$ cat src/outside_detect_pkg.sv
/*
 * shared constants and carriers of the outside-of-thresholds event detector:
 * register offsets, field positions, reset values and the sample carrier.
 * assumes a 32-bit classic wishbone bus with byte addresses.
 */
package outside_detect_pkg;

	// ------------------------------------------------------------
	// sizes
	// ------------------------------------------------------------
	localparam int DATA_W   = 12;
	localparam int AXES     = 3;
	localparam int WB_AW    = 8;

	// ------------------------------------------------------------
	// register byte offsets
	// ------------------------------------------------------------
	localparam logic [WB_AW-1:0] OFS_STATUS   = 8'h00;
	localparam logic [WB_AW-1:0] OFS_UPPER    = 8'h04;
	localparam logic [WB_AW-1:0] OFS_LOWER    = 8'h08;
	localparam logic [WB_AW-1:0] OFS_DEBOUNCE = 8'h0C;
	localparam logic [WB_AW-1:0] OFS_CONFIG   = 8'h10;
	localparam logic [WB_AW-1:0] OFS_IRQ_STAT = 8'h14;
	localparam logic [WB_AW-1:0] OFS_IRQ_MASK = 8'h18;

	// ------------------------------------------------------------
	// status register fields
	// ------------------------------------------------------------
	localparam int ST_ACTIVE_BIT = 7;
	localparam int ST_X_FLAG_BIT = 5;
	localparam int ST_AXIS_STEP  = 2;
	localparam logic [7:0] STATUS_RESET = 8'h00;

	// ------------------------------------------------------------
	// interrupt status fields
	// ------------------------------------------------------------
	localparam int IRQ_RISE_BIT = 0;
	localparam int IRQ_FALL_BIT = 1;
	localparam int IRQ_W        = 2;

	// ------------------------------------------------------------
	// reset values
	// ------------------------------------------------------------
	localparam logic [DATA_W-1:0] UPPER_RESET = 12'h000;
	localparam logic [DATA_W-1:0] LOWER_RESET = 12'h000;
	localparam logic [7:0]        DBCNT_RESET = 8'h00;

	// configuration register, bit 7 downward
	typedef struct packed {
		logic route_pin_two;
		logic route_pin_one;
		logic wake_on_outside_event;
		logic relative_mode;
		logic outside_event_latch_enable;
		logic x_outside_enable;
		logic y_outside_enable;
		logic z_outside_enable;
	} cfg_s;

	localparam cfg_s CONFIG_RESET = 8'h00;

	// one output-data-rate sample triplet
	typedef struct packed {
		logic signed [DATA_W-1:0] x;
		logic signed [DATA_W-1:0] y;
		logic signed [DATA_W-1:0] z;
	} axis_sample_s;

endpackage

$ cat src/outside_threshold_event_detect.sv
/*
 * outside-of-thresholds event detector with a classic wishbone slave.
 * assumes one i_odr_tick pulse per output-data-rate period from logic on
 * i_clk_sys, carrying the sample triplet of that period.
 */
// Notes on behaviour
// RQ1 - event flag bit 7 sets after OR of axis flags holds debounce periods
// RQ2 - event flag reads 0 at reset and when all enabled axes inside; latched mode holds it until a status read
// RQ3 - absolute mode compares samples, relative mode compares sample deltas
// RQ4 - only enabled axes count; no enables means no event ever
// RQ5 - wake setting restarts wake/sleep timer each period flag is set
// RQ6 - sleep is blocked while the event flag stays set
// RQ7 - x flag bit 5 set at or beyond a threshold, clear inside; latched mode holds it until a status read
// RQ8 - x polarity bit 4: 0 at or below lower, 1 at or above upper
// RQ9 - y flag bit 3 set at or beyond a threshold, clear inside; latched mode holds it until a status read
// RQ10 - y polarity bit 2: 0 at or below lower, 1 at or above upper
// RQ11 - z flag set at or beyond a threshold, meaningful when enabled
// RQ12 - z polarity bit 0: 0 at or below lower, 1 at or above upper
// RQ13 - polarity latched when axis flag sets; unlatched flags update at count
// RQ14 - event flag can be routed to either interrupt pin
// RQ15 - debounce counter clears in any period with no axis outside
`timescale 1ns/1ns

module outside_threshold_event_detect #(
	parameter int DBCNT_W = 8
) (
	input  wire logic                              i_clk_sys,
	input  wire logic                              i_rstn,
	input  wire logic                              i_wb_cyc,
	input  wire logic                              i_wb_stb,
	input  wire logic                              i_wb_we,
	input  wire logic [outside_detect_pkg::WB_AW-1:0] i_wb_adr,
	input  wire logic [3:0]                        i_wb_sel,
	input  wire logic [31:0]                       i_wb_dat,
	output logic [31:0]                            o_wb_dat,
	output logic                                   o_wb_ack,
	input  wire logic                              i_odr_tick,
	input  wire outside_detect_pkg::axis_sample_s  i_sample,
	output logic                                   o_wake_timer_restart,
	output logic                                   o_sleep_blocked,
	output logic                                   o_interrupt_pin_one,
	output logic                                   o_interrupt_pin_two,
	output logic                                   o_irq
);

	localparam int DW = outside_detect_pkg::DATA_W;
	localparam int NA = outside_detect_pkg::AXES;
	localparam int IW = outside_detect_pkg::IRQ_W;

	// ------------------------------------------------------------
	// parameter check
	// ------------------------------------------------------------
	generate
		if (DBCNT_W < 1 || DBCNT_W > 8)
		begin : g_bad_dbcnt_w
			$error("DBCNT_W must lie between 1 and 8");
		end
	endgenerate

	// ------------------------------------------------------------
	// register decode
	// ------------------------------------------------------------

	// register select, shared by read and write paths
	typedef enum {
		SEL_STATUS,
		SEL_UPPER,
		SEL_LOWER,
		SEL_DEBOUNCE,
		SEL_CONFIG,
		SEL_IRQ_STAT,
		SEL_IRQ_MASK,
		SEL_NONE
	} reg_sel_e;

	function automatic reg_sel_e decode_reg(
		input logic [outside_detect_pkg::WB_AW-1:0] adr
	);
		reg_sel_e sel;
		sel = SEL_NONE;
		unique case (adr)
			outside_detect_pkg::OFS_STATUS:   sel = SEL_STATUS;
			outside_detect_pkg::OFS_UPPER:    sel = SEL_UPPER;
			outside_detect_pkg::OFS_LOWER:    sel = SEL_LOWER;
			outside_detect_pkg::OFS_DEBOUNCE: sel = SEL_DEBOUNCE;
			outside_detect_pkg::OFS_CONFIG:   sel = SEL_CONFIG;
			outside_detect_pkg::OFS_IRQ_STAT: sel = SEL_IRQ_STAT;
			outside_detect_pkg::OFS_IRQ_MASK: sel = SEL_IRQ_MASK;
			default:                          sel = SEL_NONE;
		endcase
		return sel;
	endfunction

	// ------------------------------------------------------------
	// state
	// ------------------------------------------------------------
	logic signed [DW-1:0]     upper_threshold;
	logic signed [DW-1:0]     lower_threshold;
	logic [DBCNT_W-1:0]       outside_debounce_count;
	outside_detect_pkg::cfg_s cfg;
	logic [IW-1:0]            irq_status;
	logic [IW-1:0]            irq_mask;
	logic [DBCNT_W-1:0]       debounce_cnt;
	logic                     outside_event_active;
	logic [NA-1:0]            axis_flag;
	logic [NA-1:0]            axis_pol;
	logic signed [DW-1:0]     prev_sample [NA];

	logic                     bus_req;
	logic                     bus_commit;
	logic                     wr_commit;
	logic                     rd_commit;
	reg_sel_e                 cur_sel;
	logic [7:0]               status_word;

	assign bus_req    = i_wb_cyc & i_wb_stb;
	assign bus_commit = bus_req & o_wb_ack;
	assign wr_commit  = bus_commit & i_wb_we;
	assign rd_commit  = bus_commit & ~i_wb_we;
	assign cur_sel    = decode_reg(i_wb_adr);

	// ------------------------------------------------------------
	// per-axis comparison
	// ------------------------------------------------------------
	logic signed [DW-1:0] cur_sample [NA];
	logic [NA-1:0]        axis_out;
	logic [NA-1:0]        axis_high;
	logic [NA-1:0]        axis_en;
	logic signed [DW:0]   upper_ext;
	logic signed [DW:0]   lower_ext;

	assign cur_sample[0] = i_sample.x;
	assign cur_sample[1] = i_sample.y;
	assign cur_sample[2] = i_sample.z;
	assign axis_en       = {cfg.z_outside_enable,
		cfg.y_outside_enable,
		cfg.x_outside_enable};
	assign upper_ext     = {upper_threshold[DW-1], upper_threshold};
	assign lower_ext     = {lower_threshold[DW-1], lower_threshold};

	genvar ax;
	generate
		for (ax = 0; ax < NA; ax++)
		begin : g_axis
			logic signed [DW:0] value;

			// value under test: raw sample or delta, one bit wider
			always_comb
			begin
				if (cfg.relative_mode) // RQ3
					value = {cur_sample[ax][DW-1], cur_sample[ax]}
						- {prev_sample[ax][DW-1], prev_sample[ax]};
				else
					value = {cur_sample[ax][DW-1], cur_sample[ax]};
			end

			// inclusive on both thresholds, gated by the axis enable
			assign axis_out[ax]  = axis_en[ax] // RQ4
				& ((value >= upper_ext) | (value <= lower_ext)); // RQ7 RQ9 RQ11
			assign axis_high[ax] = value >= upper_ext;

			// previous sample for relative mode
			always_ff @(posedge i_clk_sys or negedge i_rstn)
			begin
				if (!i_rstn)
					prev_sample[ax] <= '0;
				else if (i_odr_tick)
					prev_sample[ax] <= cur_sample[ax];
			end
		end
	endgenerate

	logic any_out;
	logic count_reached;
	logic [DBCNT_W:0] cnt_plus;

	assign any_out       = |axis_out;
	assign cnt_plus      = {1'b0, debounce_cnt} + 1'b1;
	// periods including this one reach the debounce count
	assign count_reached = any_out
		& (cnt_plus >= {1'b0, outside_debounce_count}); // RQ1

	// ------------------------------------------------------------
	// debounce counter
	// ------------------------------------------------------------
	always_ff @(posedge i_clk_sys or negedge i_rstn)
	begin
		if (!i_rstn)
			debounce_cnt <= '0;
		else if (i_odr_tick)
		begin
			if (!any_out)
				debounce_cnt <= '0; // RQ15
			else if (!(&debounce_cnt))
				debounce_cnt <= cnt_plus[DBCNT_W-1:0];
		end
	end

	// ------------------------------------------------------------
	// event active flag
	// ------------------------------------------------------------
	// latched mode holds until a status read; a set beats the read clear
	// and the read clears only a flag it reported, so a set that lands
	// between data capture and ack is not lost
	always_ff @(posedge i_clk_sys or negedge i_rstn)
	begin
		if (!i_rstn)
			outside_event_active <= 1'b0; // RQ2
		else if (i_odr_tick && count_reached)
			outside_event_active <= 1'b1; // RQ1
		else if (i_odr_tick && !any_out && !cfg.outside_event_latch_enable)
			outside_event_active <= 1'b0; // RQ2
		else if (rd_commit && cur_sel == SEL_STATUS
			&& cfg.outside_event_latch_enable
			&& o_wb_dat[outside_detect_pkg::ST_ACTIVE_BIT])
			outside_event_active <= 1'b0;
	end

	// ------------------------------------------------------------
	// axis flags and polarities
	// ------------------------------------------------------------
	always_ff @(posedge i_clk_sys or negedge i_rstn)
	begin
		if (!i_rstn)
		begin
			axis_flag <= '0;
			axis_pol  <= '0;
		end
		else if (i_odr_tick && count_reached)
		begin
			if (cfg.outside_event_latch_enable)
			begin
				axis_flag <= axis_flag | axis_out;
				// polarity caught only as an axis flag newly sets
				for (int i = 0; i < NA; i++)
					if (axis_out[i] && !axis_flag[i])
						axis_pol[i] <= axis_high[i]; // RQ13 RQ8 RQ10 RQ12
			end
			else
			begin
				axis_flag <= axis_out; // RQ13
				for (int i = 0; i < NA; i++)
					if (axis_out[i])
						axis_pol[i] <= axis_high[i]; // RQ8 RQ10 RQ12
			end
		end
		else if (i_odr_tick && !any_out && !cfg.outside_event_latch_enable)
			axis_flag <= '0; // RQ7 RQ9 RQ11
		else if (rd_commit && cur_sel == SEL_STATUS
			&& cfg.outside_event_latch_enable)
		begin
			// only flags the read reported; a later set survives
			for (int i = 0; i < NA; i++)
				if (o_wb_dat[outside_detect_pkg::ST_X_FLAG_BIT
					- outside_detect_pkg::ST_AXIS_STEP * i])
					axis_flag[i] <= 1'b0;
		end
	end

	// status word as software sees it
	always_comb
	begin
		status_word = outside_detect_pkg::STATUS_RESET;
		status_word[outside_detect_pkg::ST_ACTIVE_BIT] = outside_event_active;
		for (int i = 0; i < NA; i++)
		begin
			status_word[outside_detect_pkg::ST_X_FLAG_BIT
				- outside_detect_pkg::ST_AXIS_STEP * i] = axis_flag[i];
			status_word[outside_detect_pkg::ST_X_FLAG_BIT - 1
				- outside_detect_pkg::ST_AXIS_STEP * i] = axis_pol[i];
		end
	end

	// ------------------------------------------------------------
	// wake/sleep interaction and pins
	// ------------------------------------------------------------
	// restart pulse on every period the flag stands with wake enabled
	always_ff @(posedge i_clk_sys or negedge i_rstn)
	begin
		if (!i_rstn)
			o_wake_timer_restart <= 1'b0;
		else
			o_wake_timer_restart <= i_odr_tick & outside_event_active
				& cfg.wake_on_outside_event; // RQ5
	end

	// sleep held off while the flag stands
	always_ff @(posedge i_clk_sys or negedge i_rstn)
	begin
		if (!i_rstn)
			o_sleep_blocked <= 1'b0;
		else
			o_sleep_blocked <= outside_event_active; // RQ6
	end

	// routing of the event flag to the interrupt pins
	always_ff @(posedge i_clk_sys or negedge i_rstn)
	begin
		if (!i_rstn)
		begin
			o_interrupt_pin_one <= 1'b0;
			o_interrupt_pin_two <= 1'b0;
		end
		else
		begin
			o_interrupt_pin_one <= outside_event_active & cfg.route_pin_one; // RQ14
			o_interrupt_pin_two <= outside_event_active & cfg.route_pin_two; // RQ14
		end
	end

	// ------------------------------------------------------------
	// interrupt status and mask
	// ------------------------------------------------------------
	logic event_d;

	always_ff @(posedge i_clk_sys or negedge i_rstn)
	begin
		if (!i_rstn)
			event_d <= 1'b0;
		else
			event_d <= outside_event_active;
	end

	// sticky edges of the event flag; a read clears the bits it returned,
	// a new edge wins
	always_ff @(posedge i_clk_sys or negedge i_rstn)
	begin
		if (!i_rstn)
			irq_status <= '0;
		else
		begin
			if (rd_commit && cur_sel == SEL_IRQ_STAT)
				irq_status <= irq_status & ~o_wb_dat[IW-1:0];
			if (outside_event_active && !event_d)
				irq_status[outside_detect_pkg::IRQ_RISE_BIT] <= 1'b1;
			if (!outside_event_active && event_d)
				irq_status[outside_detect_pkg::IRQ_FALL_BIT] <= 1'b1;
		end
	end

	always_ff @(posedge i_clk_sys or negedge i_rstn)
	begin
		if (!i_rstn)
			o_irq <= 1'b0;
		else
			o_irq <= |(irq_status & irq_mask);
	end

	// ------------------------------------------------------------
	// wishbone slave
	// ------------------------------------------------------------
	// ack one cycle after the request, dropped in the following cycle
	always_ff @(posedge i_clk_sys or negedge i_rstn)
	begin
		if (!i_rstn)
			o_wb_ack <= 1'b0;
		else
			o_wb_ack <= bus_req & ~o_wb_ack;
	end

	// read data captured with the ack; unmapped reads give zero
	always_ff @(posedge i_clk_sys or negedge i_rstn)
	begin
		if (!i_rstn)
			o_wb_dat <= '0;
		else if (bus_req && !o_wb_ack && !i_wb_we)
		begin
			o_wb_dat <= '0;
			unique case (cur_sel)
				SEL_STATUS:   o_wb_dat[7:0] <= status_word;
				SEL_UPPER:    o_wb_dat[DW-1:0] <= upper_threshold;
				SEL_LOWER:    o_wb_dat[DW-1:0] <= lower_threshold;
				SEL_DEBOUNCE: o_wb_dat[DBCNT_W-1:0] <= outside_debounce_count;
				SEL_CONFIG:   o_wb_dat[7:0] <= cfg;
				SEL_IRQ_STAT: o_wb_dat[IW-1:0] <= irq_status;
				SEL_IRQ_MASK: o_wb_dat[IW-1:0] <= irq_mask;
				SEL_NONE:     o_wb_dat <= '0;
			endcase
		end
	end

	// writes take effect at the acknowledging edge, per byte lane
	always_ff @(posedge i_clk_sys or negedge i_rstn)
	begin
		if (!i_rstn)
		begin
			upper_threshold        <= outside_detect_pkg::UPPER_RESET;
			lower_threshold        <= outside_detect_pkg::LOWER_RESET;
			outside_debounce_count <= outside_detect_pkg::DBCNT_RESET[DBCNT_W-1:0];
			cfg                    <= outside_detect_pkg::CONFIG_RESET;
			irq_mask               <= '0;
		end
		else if (wr_commit)
		begin
			unique case (cur_sel)
				SEL_UPPER:
				begin
					if (i_wb_sel[0])
						upper_threshold[7:0] <= i_wb_dat[7:0];
					if (i_wb_sel[1])
						upper_threshold[DW-1:8] <= i_wb_dat[DW-1:8];
				end
				SEL_LOWER:
				begin
					if (i_wb_sel[0])
						lower_threshold[7:0] <= i_wb_dat[7:0];
					if (i_wb_sel[1])
						lower_threshold[DW-1:8] <= i_wb_dat[DW-1:8];
				end
				SEL_DEBOUNCE:
				begin
					if (i_wb_sel[0])
						outside_debounce_count <= i_wb_dat[DBCNT_W-1:0];
				end
				SEL_CONFIG:
				begin
					if (i_wb_sel[0])
						cfg <= i_wb_dat[7:0];
				end
				SEL_IRQ_MASK:
				begin
					if (i_wb_sel[0])
						irq_mask <= i_wb_dat[IW-1:0];
				end
				SEL_STATUS, SEL_IRQ_STAT, SEL_NONE:
				begin
				end
			endcase
		end
	end

endmodule // outside_threshold_event_detect

$ cat config.mk
export PLATFORM = sky130hd
export DESIGN_NAME = outside_threshold_event_detect
export DESIGN_NICKNAME = d
export VERILOG_FILES = /design/src/outside_detect_pkg.sv /design/src/outside_threshold_event_detect.sv
export SDC_FILE = /design/constraint.sdc
export NUM_CORES = 1
export LEC_CHECK = 0
export BUFFER_PORTS_ARGS = -buffer_cell sky130_fd_sc_hd__buf_2
export CAP_MARGIN = 10
export CORE_ASPECT_RATIO = 1.4
export CORE_MARGIN = 4
export CORE_UTILIZATION = 55
export DETAILED_ROUTE_END_ITERATION = 10
export GPL_TIMING_DRIVEN = 0
export HOLD_SLACK_MARGIN = 0.02
export PLACE_DENSITY = 0.81
export RECOVER_POWER = 100
export SKIP_CTS_REPAIR_TIMING = 1
export SYNTH_ARGS = -nofsm -noshare
export SYNTH_HDL_FRONTEND = slang
export SYNTH_SLANG_ARGS = --single-unit
$ cat constraint.sdc
create_clock -name i_clk_sys -period 6.1 [get_ports i_clk_sys]
set_input_delay 1.525 -clock i_clk_sys [delete_from_list [all_inputs] [get_ports i_clk_sys]]
set_output_delay 1.525 -clock i_clk_sys [all_outputs]
set_load 0.1 [all_outputs]
### Word level (Yosys, flattened, before mapping)

Cells that the tools add are included.

| cells by class | value |
|---|---|
| magnitude comparators | 7 |
| add/subtract/negate cells | 4 |
| bitwise operators | 22 |
| multiplexer cells | 29 |
| equality and inequality tests | 18 |
| reduce and logical (&&, ||, !) cells | 53 |

Operators by type and width:

| operator | count |
|---|---|
| zero test 32 bit | 2 |
| >= comparator 13 x 12 -> 1 bit | 3 |
| less-or-equal comparator 13 x 12 -> 1 bit | 3 |
| two-way mux 13 bit | 3 |
| subtractor 12 x 12 -> 13 bit | 3 |
| one-hot mux 6 bit (5 select lines) | 1 |
| AND reduction 3 bit | 10 |
| == test 8 x 5 -> 1 bit (second input constant) | 3 |
| one-hot mux 3 bit (7 select lines) | 1 |
| == test 8 x 4 -> 1 bit (second input constant) | 2 |
| two-way mux 8 bit | 2 |
| one-hot mux 2 bit (8 select lines) | 1 |
| == test 3 bit (second input constant) | 5 |
| two-way mux 3 bit | 5 |
| nonzero test 3 bit | 5 |
| logical AND 1 bit | 14 |
| two-way mux 1 bit | 14 |
| bitwise AND 1 bit | 13 |
| nonzero test 2 bit | 5 |
| adder 8 x 1 -> 9 bit (second input constant) | 1 |
| >= comparator 9 x 8 -> 1 bit | 1 |
| zero test 1 bit | 9 |
| == test 8 x 3 -> 1 bit (second input constant) | 1 |
| zero test 8 bit | 1 |
| 15 further kinds | 25 |

| word-level totals | value |
|---|---|
| input port bits | 86 |
| logic and storage cells | 167 |
| output and inout bits | 38 |
| flip-flop bits (word level) | 113 |

### Depth between registers and ports, before layout

Gate-level depths: netlist (run 1).

| logic depth | value |
|---|---|
| word-level depth | 11 |
| mapped depth | 22 |
| depth with buffers taken out | 21 |

### Worst setup path before layout (run 1)

Ideal clock, no wire load.

| timing path | value |
|---|---|
| path type | input -> register |
| from | input port i_sample[12] (netlist bit) |
| to | register debounce_cnt[2] |
| path slack | 0.527 ns |
| library setup time | 0.120 ns |
| data arrival time | 5.454 ns |
| required time | 5.980 ns |
| stages on the path | 22 |
| path through | inv_1 -> ha_1 -> inv_1 -> fa_1 -> a21o_1 -> a21oi_1 -> o21bai_1 -> a21oi_1 -> o21ai_0 -> a41o_1 -> a2111oi_0 -> a311o_1 -> ha_1 -> nand3_1 -> nor3_1 -> a211oi_2 -> mux2i_1 -> o31a_2 -> nor3_4 -> buf_6 -> a21oi_2 -> a31o_1 |

| between the ends | value |
|---|---|
| cells in the longest elaborated chain, start to end | 8 |

Ends and longest elaborated chain:

| element | RTL line | source |
|---|---|---|
| start: declaration | outside_threshold_event_detect.sv:38 | `input wire outside_detect_pkg::axis_sample_s i_sample,` |
| subtractor 12 x 12 -> 13 bit | outside_threshold_event_detect.sv:152 | `- {prev_sample[ax][DW-1], prev_sample[ax]};` |
| two-way mux 13 bit * | outside_threshold_event_detect.sv:150 | `if (cfg.relative_mode)` |
| >= comparator 13 x 12 -> 1 bit or less-or-equal comparator 13 x 12 -> 1 bit (tied branches) | outside_threshold_event_detect.sv:159 | `& ((value >= upper_ext) \| (value <= lower_ext));` |
| bitwise OR 1 bit * | outside_threshold_event_detect.sv:159 |  |
| bitwise AND 1 bit * | outside_threshold_event_detect.sv:159 |  |
| OR reduction 3 bit * | outside_threshold_event_detect.sv:177 | `assign any_out = \|axis_out;` |
| != test 2 bit (no source line) | n/a |  |
| AND reduction 2 bit (no source line) | n/a |  |
| end signal: assignment | outside_threshold_event_detect.sv:195 | `debounce_cnt <= cnt_plus[DBCNT_W-1:0];` |
| end: declaration | outside_threshold_event_detect.sv:103 | `logic [DBCNT_W-1:0] debounce_cnt;` |

Every way passes the cells marked *; elsewhere a longest branch is shown, timed or not.
A chain may end at the register's enable or synchronous reset.

### Worst setup path in the final report (run 1)

| timing path | value |
|---|---|
| from | input port i_sample[24] (netlist bit) |
| to | register axis_pol[0] |

| between the ends | value |
|---|---|
| cells in the longest elaborated chain, start to end | 9 |

Ends and longest elaborated chain:

| element | RTL line | source |
|---|---|---|
| subtractor 12 x 12 -> 13 bit | outside_threshold_event_detect.sv:152 |  |
| two-way mux 13 bit * | outside_threshold_event_detect.sv:150 |  |
| >= comparator 13 x 12 -> 1 bit or less-or-equal comparator 13 x 12 -> 1 bit (tied branches) | outside_threshold_event_detect.sv:159, outside_threshold_event_detect.sv:160 |  |
| bitwise OR 1 bit | outside_threshold_event_detect.sv:159 |  |
| bitwise AND 1 bit | outside_threshold_event_detect.sv:159 |  |
| OR reduction 3 bit | outside_threshold_event_detect.sv:177 |  |
| bitwise AND 1 bit | outside_threshold_event_detect.sv:181 | `& (cnt_plus >= {1'b0, outside_debounce_count});` |
| logical AND 1 bit | outside_threshold_event_detect.sv:229 | `else if (i_odr_tick && count_reached)` |
| AND reduction 3 bit (no source line) | n/a |  |
| end signal: indexed assignment | outside_threshold_event_detect.sv:237 | `axis_pol[i] <= axis_high[i];` |
| end signal: indexed assignment | outside_threshold_event_detect.sv:244 | `axis_pol[i] <= axis_high[i];` |
| end: declaration | outside_threshold_event_detect.sv:106 | `logic [NA-1:0] axis_pol;` |

Every way passes the cells marked *; elsewhere a longest branch is shown, timed or not. The select of a mux whose other input is x is not followed.

==> impl_metrics.tcl, run 1 <==
set metrics [dict create \
    vias 7959 \
    synth.yosys.seq_area_share_pct 31.48 \
    synth.distinct_cells 64 \
    portBuffers 79 \
    outcome "finished, violations left" \
    grt_pass1_vias 8003 \
    violations "capacitance limit, slew limit" \
    synth.top_cells.by_area "dfrtp_1 (31%), ha_1 (17%), mux2_2 (7.0%)" \
    crit_fanout 5 \
    yosys_register_bits 113 \
    rows 55 \
    yosysTopAreaCell "dfrtp_1" \
    start_util_pct 55.78 \
    drive_gt1_share_pct 17.52 \
    finalSetupTns_ns 0 \
    chipHeight_um 159.2 \
    syn_avg_cell_area_um2 8.947 \
    yosysWarnings 0 \
    synth_area_um2 8982 \
    clock.fmax_mhz 171.7 \
    numCtsBuffers 17 \
    ff2ff_path_depth 20 \
    preCtsSetupSlack_ns -0.3364 \
    tightest_slew_ns 2.182 \
    hold_viol 0 \
    worstReg2RegStart "prev_sample[24]" \
    hold_path_class "reg -> reg" \
    die_w_um 116.0 \
    numPlacedInstances 1302 \
    layout_common_cells "ha_1 (123), dfrtp_1 (113), inv_1 (98), nand2_1 (97), o21ai_0 (88)" \
    antenna_found_initial 0 \
    finalCritPeriodShare_pct 95.47 \
    startpoint_type "primary input" \
    antenna_cells 0 \
    detail_route.vias_per_cell 5.962 \
    hpwl_mm 18.42 \
    hold_end "o_wb_ack" \
    die_area_um2 18470 \
    drv_cap 2 \
    fin_crit_ns 5.823 \
    r2r_slack_ns 1.20 \
    max_slew_margin_pct -45.45 \
    ant_nets 0 \
    grt_busiest_layer "met2" \
    syn_to_final_growth_pct 14.71 \
    instances_no_fill 1335 \
    cts.sink_count 113 \
    routed_wl_mm 24.20 \
    ctsHtreeMaxLevel 4 \
    p_per_area_nw_per_um2 262.9 \
    drt_iter0_markers 543 \
    clk_pin_slew_ns 0.07 \
    io_pins 124 \
    p_leak_nw 5.047 \
    finalNetCount 1335 \
    n_fill_cell 1351 \
    critPathCaptureType "flip-flop" \
    grt-ovfl-total 0 \
    setup_viol 0 \
    yosys.area.top_type_share_pct 31.48 \
    track_usage_pct 27.21 \
    arrival_ns 6.14 \
    grtUsageMet3_pct 4.183 \
    dr.pass1.iters 5 \
    cp.required_ns 6.41 \
    grt_max_degree 77 \
    place.gp.congestion 0.9720 \
    avgRoutedWirePerCell_um 18.13 \
    cts_buffer_depth 2 \
    synth_ff_type "dfrtp_1" \
    vdd_drop_max_mv 0.2295 \
    grt_pass1_wl_mm 39.73 \
    root_buffer "clkbuf_16" \
    hp-start "o_wb_ack" \
    finalClockSkew_ns 0.01037 \
    clock_latency_ns 0.43 \
    cts_tree "built" \
    final_common_cell "ha_1" \
    grtUsageMet2_pct 47.01 \
    final_cell_area_um2 10300 \
    drc_errors 0 \
    syn_inst 1004 \
    grt_util_met1_pct 32.63 \
    critPathKind "in -> reg" \
    maxSlewViolCount 116 \
    r2r-end "axis_pol[0]" \
    whs_path_depth 1 \
    synthArstFlopShare_pct 100.0 \
    core_area_um2 16100 \
    synth-edff-count 0 \
    place_area_um2 9732 \
    worst_slack_ns 0.2766 \
]
## cells by family after synthesis
logic type               count (synthesis)  share of synthesized area (%)
AND/OR/NAND/NOR                        268                          14.01
AO/OA/AOI/OAI                          251                          17.54
buffers and inverters                  146                          7.034
adder cells (fa/ha/maj)                126                          17.80
flip-flops                             113                          31.48
multiplexers                            69                          9.166
XOR/XNOR                                30                          2.925
other                                    1                        0.04175
## stage by stage
stage | hold WS [ns] | utilization (%) | power (mW)
final | 0.4840 | 63.99 | 2.709
after detailed placement | 0.4678 | 60.44 | 1.696
after global routing | 0.4992 | 63.99 | 2.855
after floorplan | 0.4257 | - | 1.496
after global placement | 0.4558 | 60.23 | 1.670
after CTS | 0.4763 | 64.06 | 2.702
## flip-flops by register name, indices dropped and copies added (netlist names)
name	cells
o_irq	1
irq_status	2
o_interrupt_pin_one	1
event_d	1
upper_threshold	12
outside_debounce_count	8
cfg	5
debounce_cnt	8
prev_sample	36
axis_flag	3
lower_threshold	12
o_wb_ack	1
axis_en	3
o_interrupt_pin_two	1
o_wb_dat	12
irq_mask	2
o_wake_timer_restart	1
outside_event_active	1
axis_pol	3
## cells in the mapped netlist (5+ instances only)
library cell / number
a31oi_1: 6
nand2_1: 97
a211oi_1: 8
ha_1: 123
and3_1: 17
xor2_1: 8
o22ai_1: 6
clkbuf_1: 20
nor2_1: 55
nand3_1: 22
buf_1: 6
mux2i_1: 8
or2_2: 6
nand4_1: 13
xnor2_1: 22
a22oi_1: 11
a21o_1: 12
buf_4: 20
o31ai_1: 5
nor2b_1: 13
or3_1: 5
mux2_2: 56
inv_1: 98
nor3_1: 20
o21ai_0: 88
a21oi_1: 58
o21a_1: 9
dfrtp_1: 113
o41ai_1: 5
nand2b_1: 8
mux4_2: 5
## report_power, final
group | leakage (nW) | total [mW] | switching, mW | internal [mW]
logic | 3.36 | 0.900 | 0.565 | 0.335
clock network | 0.288 | 1.01 | 0.427 | 0.579
registers | 1.40 | 0.803 | 0.0174 | 0.786
## per-layer routing
metal / routed length, um / share of wire [%] / vias up
met5: 0 / 0 / -
met4: 1201 / 5.0 / 0
met3: 1320 / 5.5 / 75
met2: 12270 / 51 / 263
met1: 9412 / 39 / 3825
li1: - / - / 3796
## worst max-delay path, cell delays in order
cell	delay [ns]
clkbuf_1	0.10
inv_1	0.08
ha_1	0.18
inv_1	0.06
fa_1	0.41
a21o_1	0.20
a21oi_1	0.19
o21ai_0	0.13
a21oi_2	0.22
o21ai_0	0.10
a31oi_1	0.23
nor2b_1	0.09
o41ai_2	0.36
ha_1	0.36
nand3_1	0.15
nor3_1	0.08
a221oi_2	0.26
mux2i_1	0.29
o31a_1	0.39
nand2_1	0.08
a21oi_1	0.26
mux2_2	0.37
## final cells by class
type                       instances  area, um2  share of cell area [%]
buffer                            48      264.0                   2.562
tap                              199      249.0                   2.417
timing repair buffer              81      381.6                   3.704
sequential                       113       2828                   27.44
inverter                          98      367.9                   3.570
multi-input combinational        764       5630                   54.64
clock buffer                      17      425.4                   4.129
clock inverter                    15      157.7                   1.530
## worst max path at each step
stage | startpoint | end | slack (ns) | cells after the start
after floorplan | i_sample[12] | debounce_cnt[2] | 0.53 | 22
after global placement | i_sample[24] | axis_pol[0] | -0.25 | 22
after detailed placement | i_sample[12] | debounce_cnt[2] | -0.34 | 23
after CTS | i_sample[12] | debounce_cnt[2] | 0.1 | 23
after global routing | i_sample[24] | debounce_cnt[2] | -0.009 | 23
final | i_sample[24] | axis_pol[0] | 0.28 | 22
(Power assumes the default switching activity.)
==> run 2: changes to the inputs <==
--- a/config.mk
+++ b/config.mk
@@ -12,2 +12,3 @@
 export CORE_UTILIZATION = 55
+export CTS_BUF_LIST = sky130_fd_sc_hd__clkbuf_16
 export DETAILED_ROUTE_END_ITERATION = 10
@@ -18,2 +19,3 @@
 export SKIP_CTS_REPAIR_TIMING = 1
+export SLEW_MARGIN = 20
 export SYNTH_ARGS = -nofsm -noshare
==> constraint.sdc (replaced) <==
create_clock -name i_clk_sys -period 6.1 [get_ports i_clk_sys]
set_input_delay 0.61 -clock i_clk_sys [delete_from_list [all_inputs] [get_ports i_clk_sys]]
set_output_delay 0.61 -clock i_clk_sys [all_outputs]
set_load 0.1 [all_outputs]
==> run 2 against run 1 <==
Net effect: combinational power fell by 1%; core utilization fell by 0.19 points; critical path type unchanged; final cell count barely moved; the flow still finishes with violations (capacitance limit, slew limit).
==> impl_metrics.tcl, run 2 (synthesized netlist as in run 1, its figures left out) <==
set metrics [dict create \
    drv_cap 1 \
    die_area_um2 18470 \
    cts_buffer_depth 2 \
    violations "capacitance limit, slew limit" \
    antenna_cells 0 \
    clk_pin_slew_ns 0.06 \
    preCtsSetupSlack_ns 0.5786 \
    grt-ovfl-total 0 \
    cp.required_ns 6.42 \
    portBuffers 79 \
    fin_crit_ns 5.236 \
    detail_route.vias_per_cell 5.936 \
    syn_to_final_growth_pct 14.36 \
    io_pins 124 \
    cts_tree "built" \
    startpoint_type "primary input" \
    p_leak_nw 5.037 \
    max_slew_margin_pct -55.05 \
    drt_iter0_markers 555 \
    critPathCaptureType "flip-flop" \
    tightest_slew_ns 2.326 \
    core_area_um2 16100 \
    outcome "finished, violations left" \
    cp_top_family "compound AO/OA/AOI/OAI gates" \
    die_w_um 116.0 \
    finalClockSkew_ns 0.01035 \
    antenna_found_initial 0 \
    multi_input_area_um2 5585 \
    finalNetCount 1334 \
    hpwl_mm 18.42 \
    drc_errors 0 \
    cts.sink_count 113 \
    maxSlewViolCount 38 \
    hold_path_class "in -> reg" \
    ctsHtreeMaxLevel 4 \
    seqCellArea_um2 2828 \
    setup_viol 0 \
    root_buffer "clkbuf_16" \
    layout_common_cells "ha_1 (123), dfrtp_1 (113), inv_1 (98), nand2_1 (97), o21ai_0 (88)" \
    start_util_pct 55.78 \
    drive_gt1_share_pct 16.56 \
    avgRoutedWirePerCell_um 18.10 \
    grt_pass1_vias 8003 \
    vias 7919 \
    largest_reg_flops 36 \
    worst_slack_ns 0.8643 \
    final_core_util_pct 63.79 \
    grt_pass1_wl_mm 39.73 \
    crit_fanout 10 \
    p_per_area_nw_per_um2 262.7 \
    numCtsBuffers 17 \
    vdd_drop_max_mv 0.2294 \
    cpMaxStageDelayCell "o31a_2" \
    grt_max_degree 77 \
    finalCritPeriodShare_pct 85.83 \
    critPathKind "in -> reg" \
    final_common_cell "ha_1" \
    path_buf_inv 4 \
    routed_wl_mm 24.14 \
    cp_cell_sequence "buf_2, inv_1, ha_1, inv_1, fa_1, a21o_1, a21oi_1, o21bai_1, a21oi_1, o21ai_0, a41o_1, a2111oi_0, a311o_1, ha_1, nand3_1, nor3_1, a211oi_1, mux2i_1, o31a_2, nor3_4, buf_6, a21oi_1, a31o_1" \
    clock_latency_ns 0.43 \
    regMostFlops "prev_sample" \
    finalSetupTns_ns 0 \
    arrival_ns 5.55 \
    hold_viol 0 \
    rows 55 \
    ant_nets 0 \
    track_usage_pct 27.21 \
    cp_common_cell "a21oi_1" \
    n_fill_cell 1360 \
    clock.fmax_mhz 191.0 \
    slowest_delay_ns 0.44 \
    place.gp.congestion 0.9720 \
    dr.pass1.iters 5 \
    rsz0062_at_grt "no" \
    chipHeight_um 159.2 \
]
-- run 2: changes by cell type in the layout (fill, tap and decap cells not counted), sizes merged --
cell	delta
buf	-1
-- run 2: per-layer routing --
| metal | part of all wire, % | vias to the layer above | global-route usage, % |
|---|---|---|---|
| met5 | 0 | - | 0 |
| met4 | 5.1 | 0 | 12.66 |
| met3 | 5.6 | 76 | 4.183 |
| met2 | 50 | 251 | 47.01 |
| met1 | 39 | 3803 | 32.63 |
| li1 | - | 3789 | - |
-- run 2: final cells by class --
class | instances | area share, %
multi-input cells | 764 | 54.37
flip-flops and latches | 113 | 27.53
clock buffers | 17 | 4.141
repair buffers | 80 | 3.861
inverters | 98 | 3.581
plain buffers | 48 | 2.558
well taps | 199 | 2.424
clock inverters | 15 | 1.535
-- run 2: power breakdown --
part	switching [mW]	internal, mW
logic	0.558	0.333
registers	0.0170	0.786
clock network	0.425	0.579
-- run 2: tightest hold or removal path, stage by stage --
cell     delay [ns]
buf_2          0.09
nand2_1        0.04
o21ai_0        0.06
-- run 2: path summary, 6_finish.rpt --
path	start	end	slack, ns	depth (start not counted)
setup / recovery	i_sample[12]	debounce_cnt[2]	0.86	23
min in group asynchronous	i_rstn	prev_sample[8]	0.87	1
hold / removal	i_wb_dat[9]	lower_threshold[9]	0.41	3
hold reg to reg	o_wb_ack	o_wb_ack	0.48	1
setup reg to reg	prev_sample[12]	debounce_cnt[2]	0.86	21
max in group asynchronous	i_rstn	prev_sample[22]	3.89	1
-- run 2: through the flow --
step	cells	power (mW)	hold slack [ns]	area, um2
2_1_floorplan	1023	1.496	0.3144	9054
3_3_place_gp	1301	1.670	0.4558	9698
3_5_place_dp	1302	1.696	0.4678	9732
4_1_cts	1334	2.702	0.1026	10310
5_1_grt	1334	2.844	0.4136	10270
6_report	1334	2.699	0.4080	10270
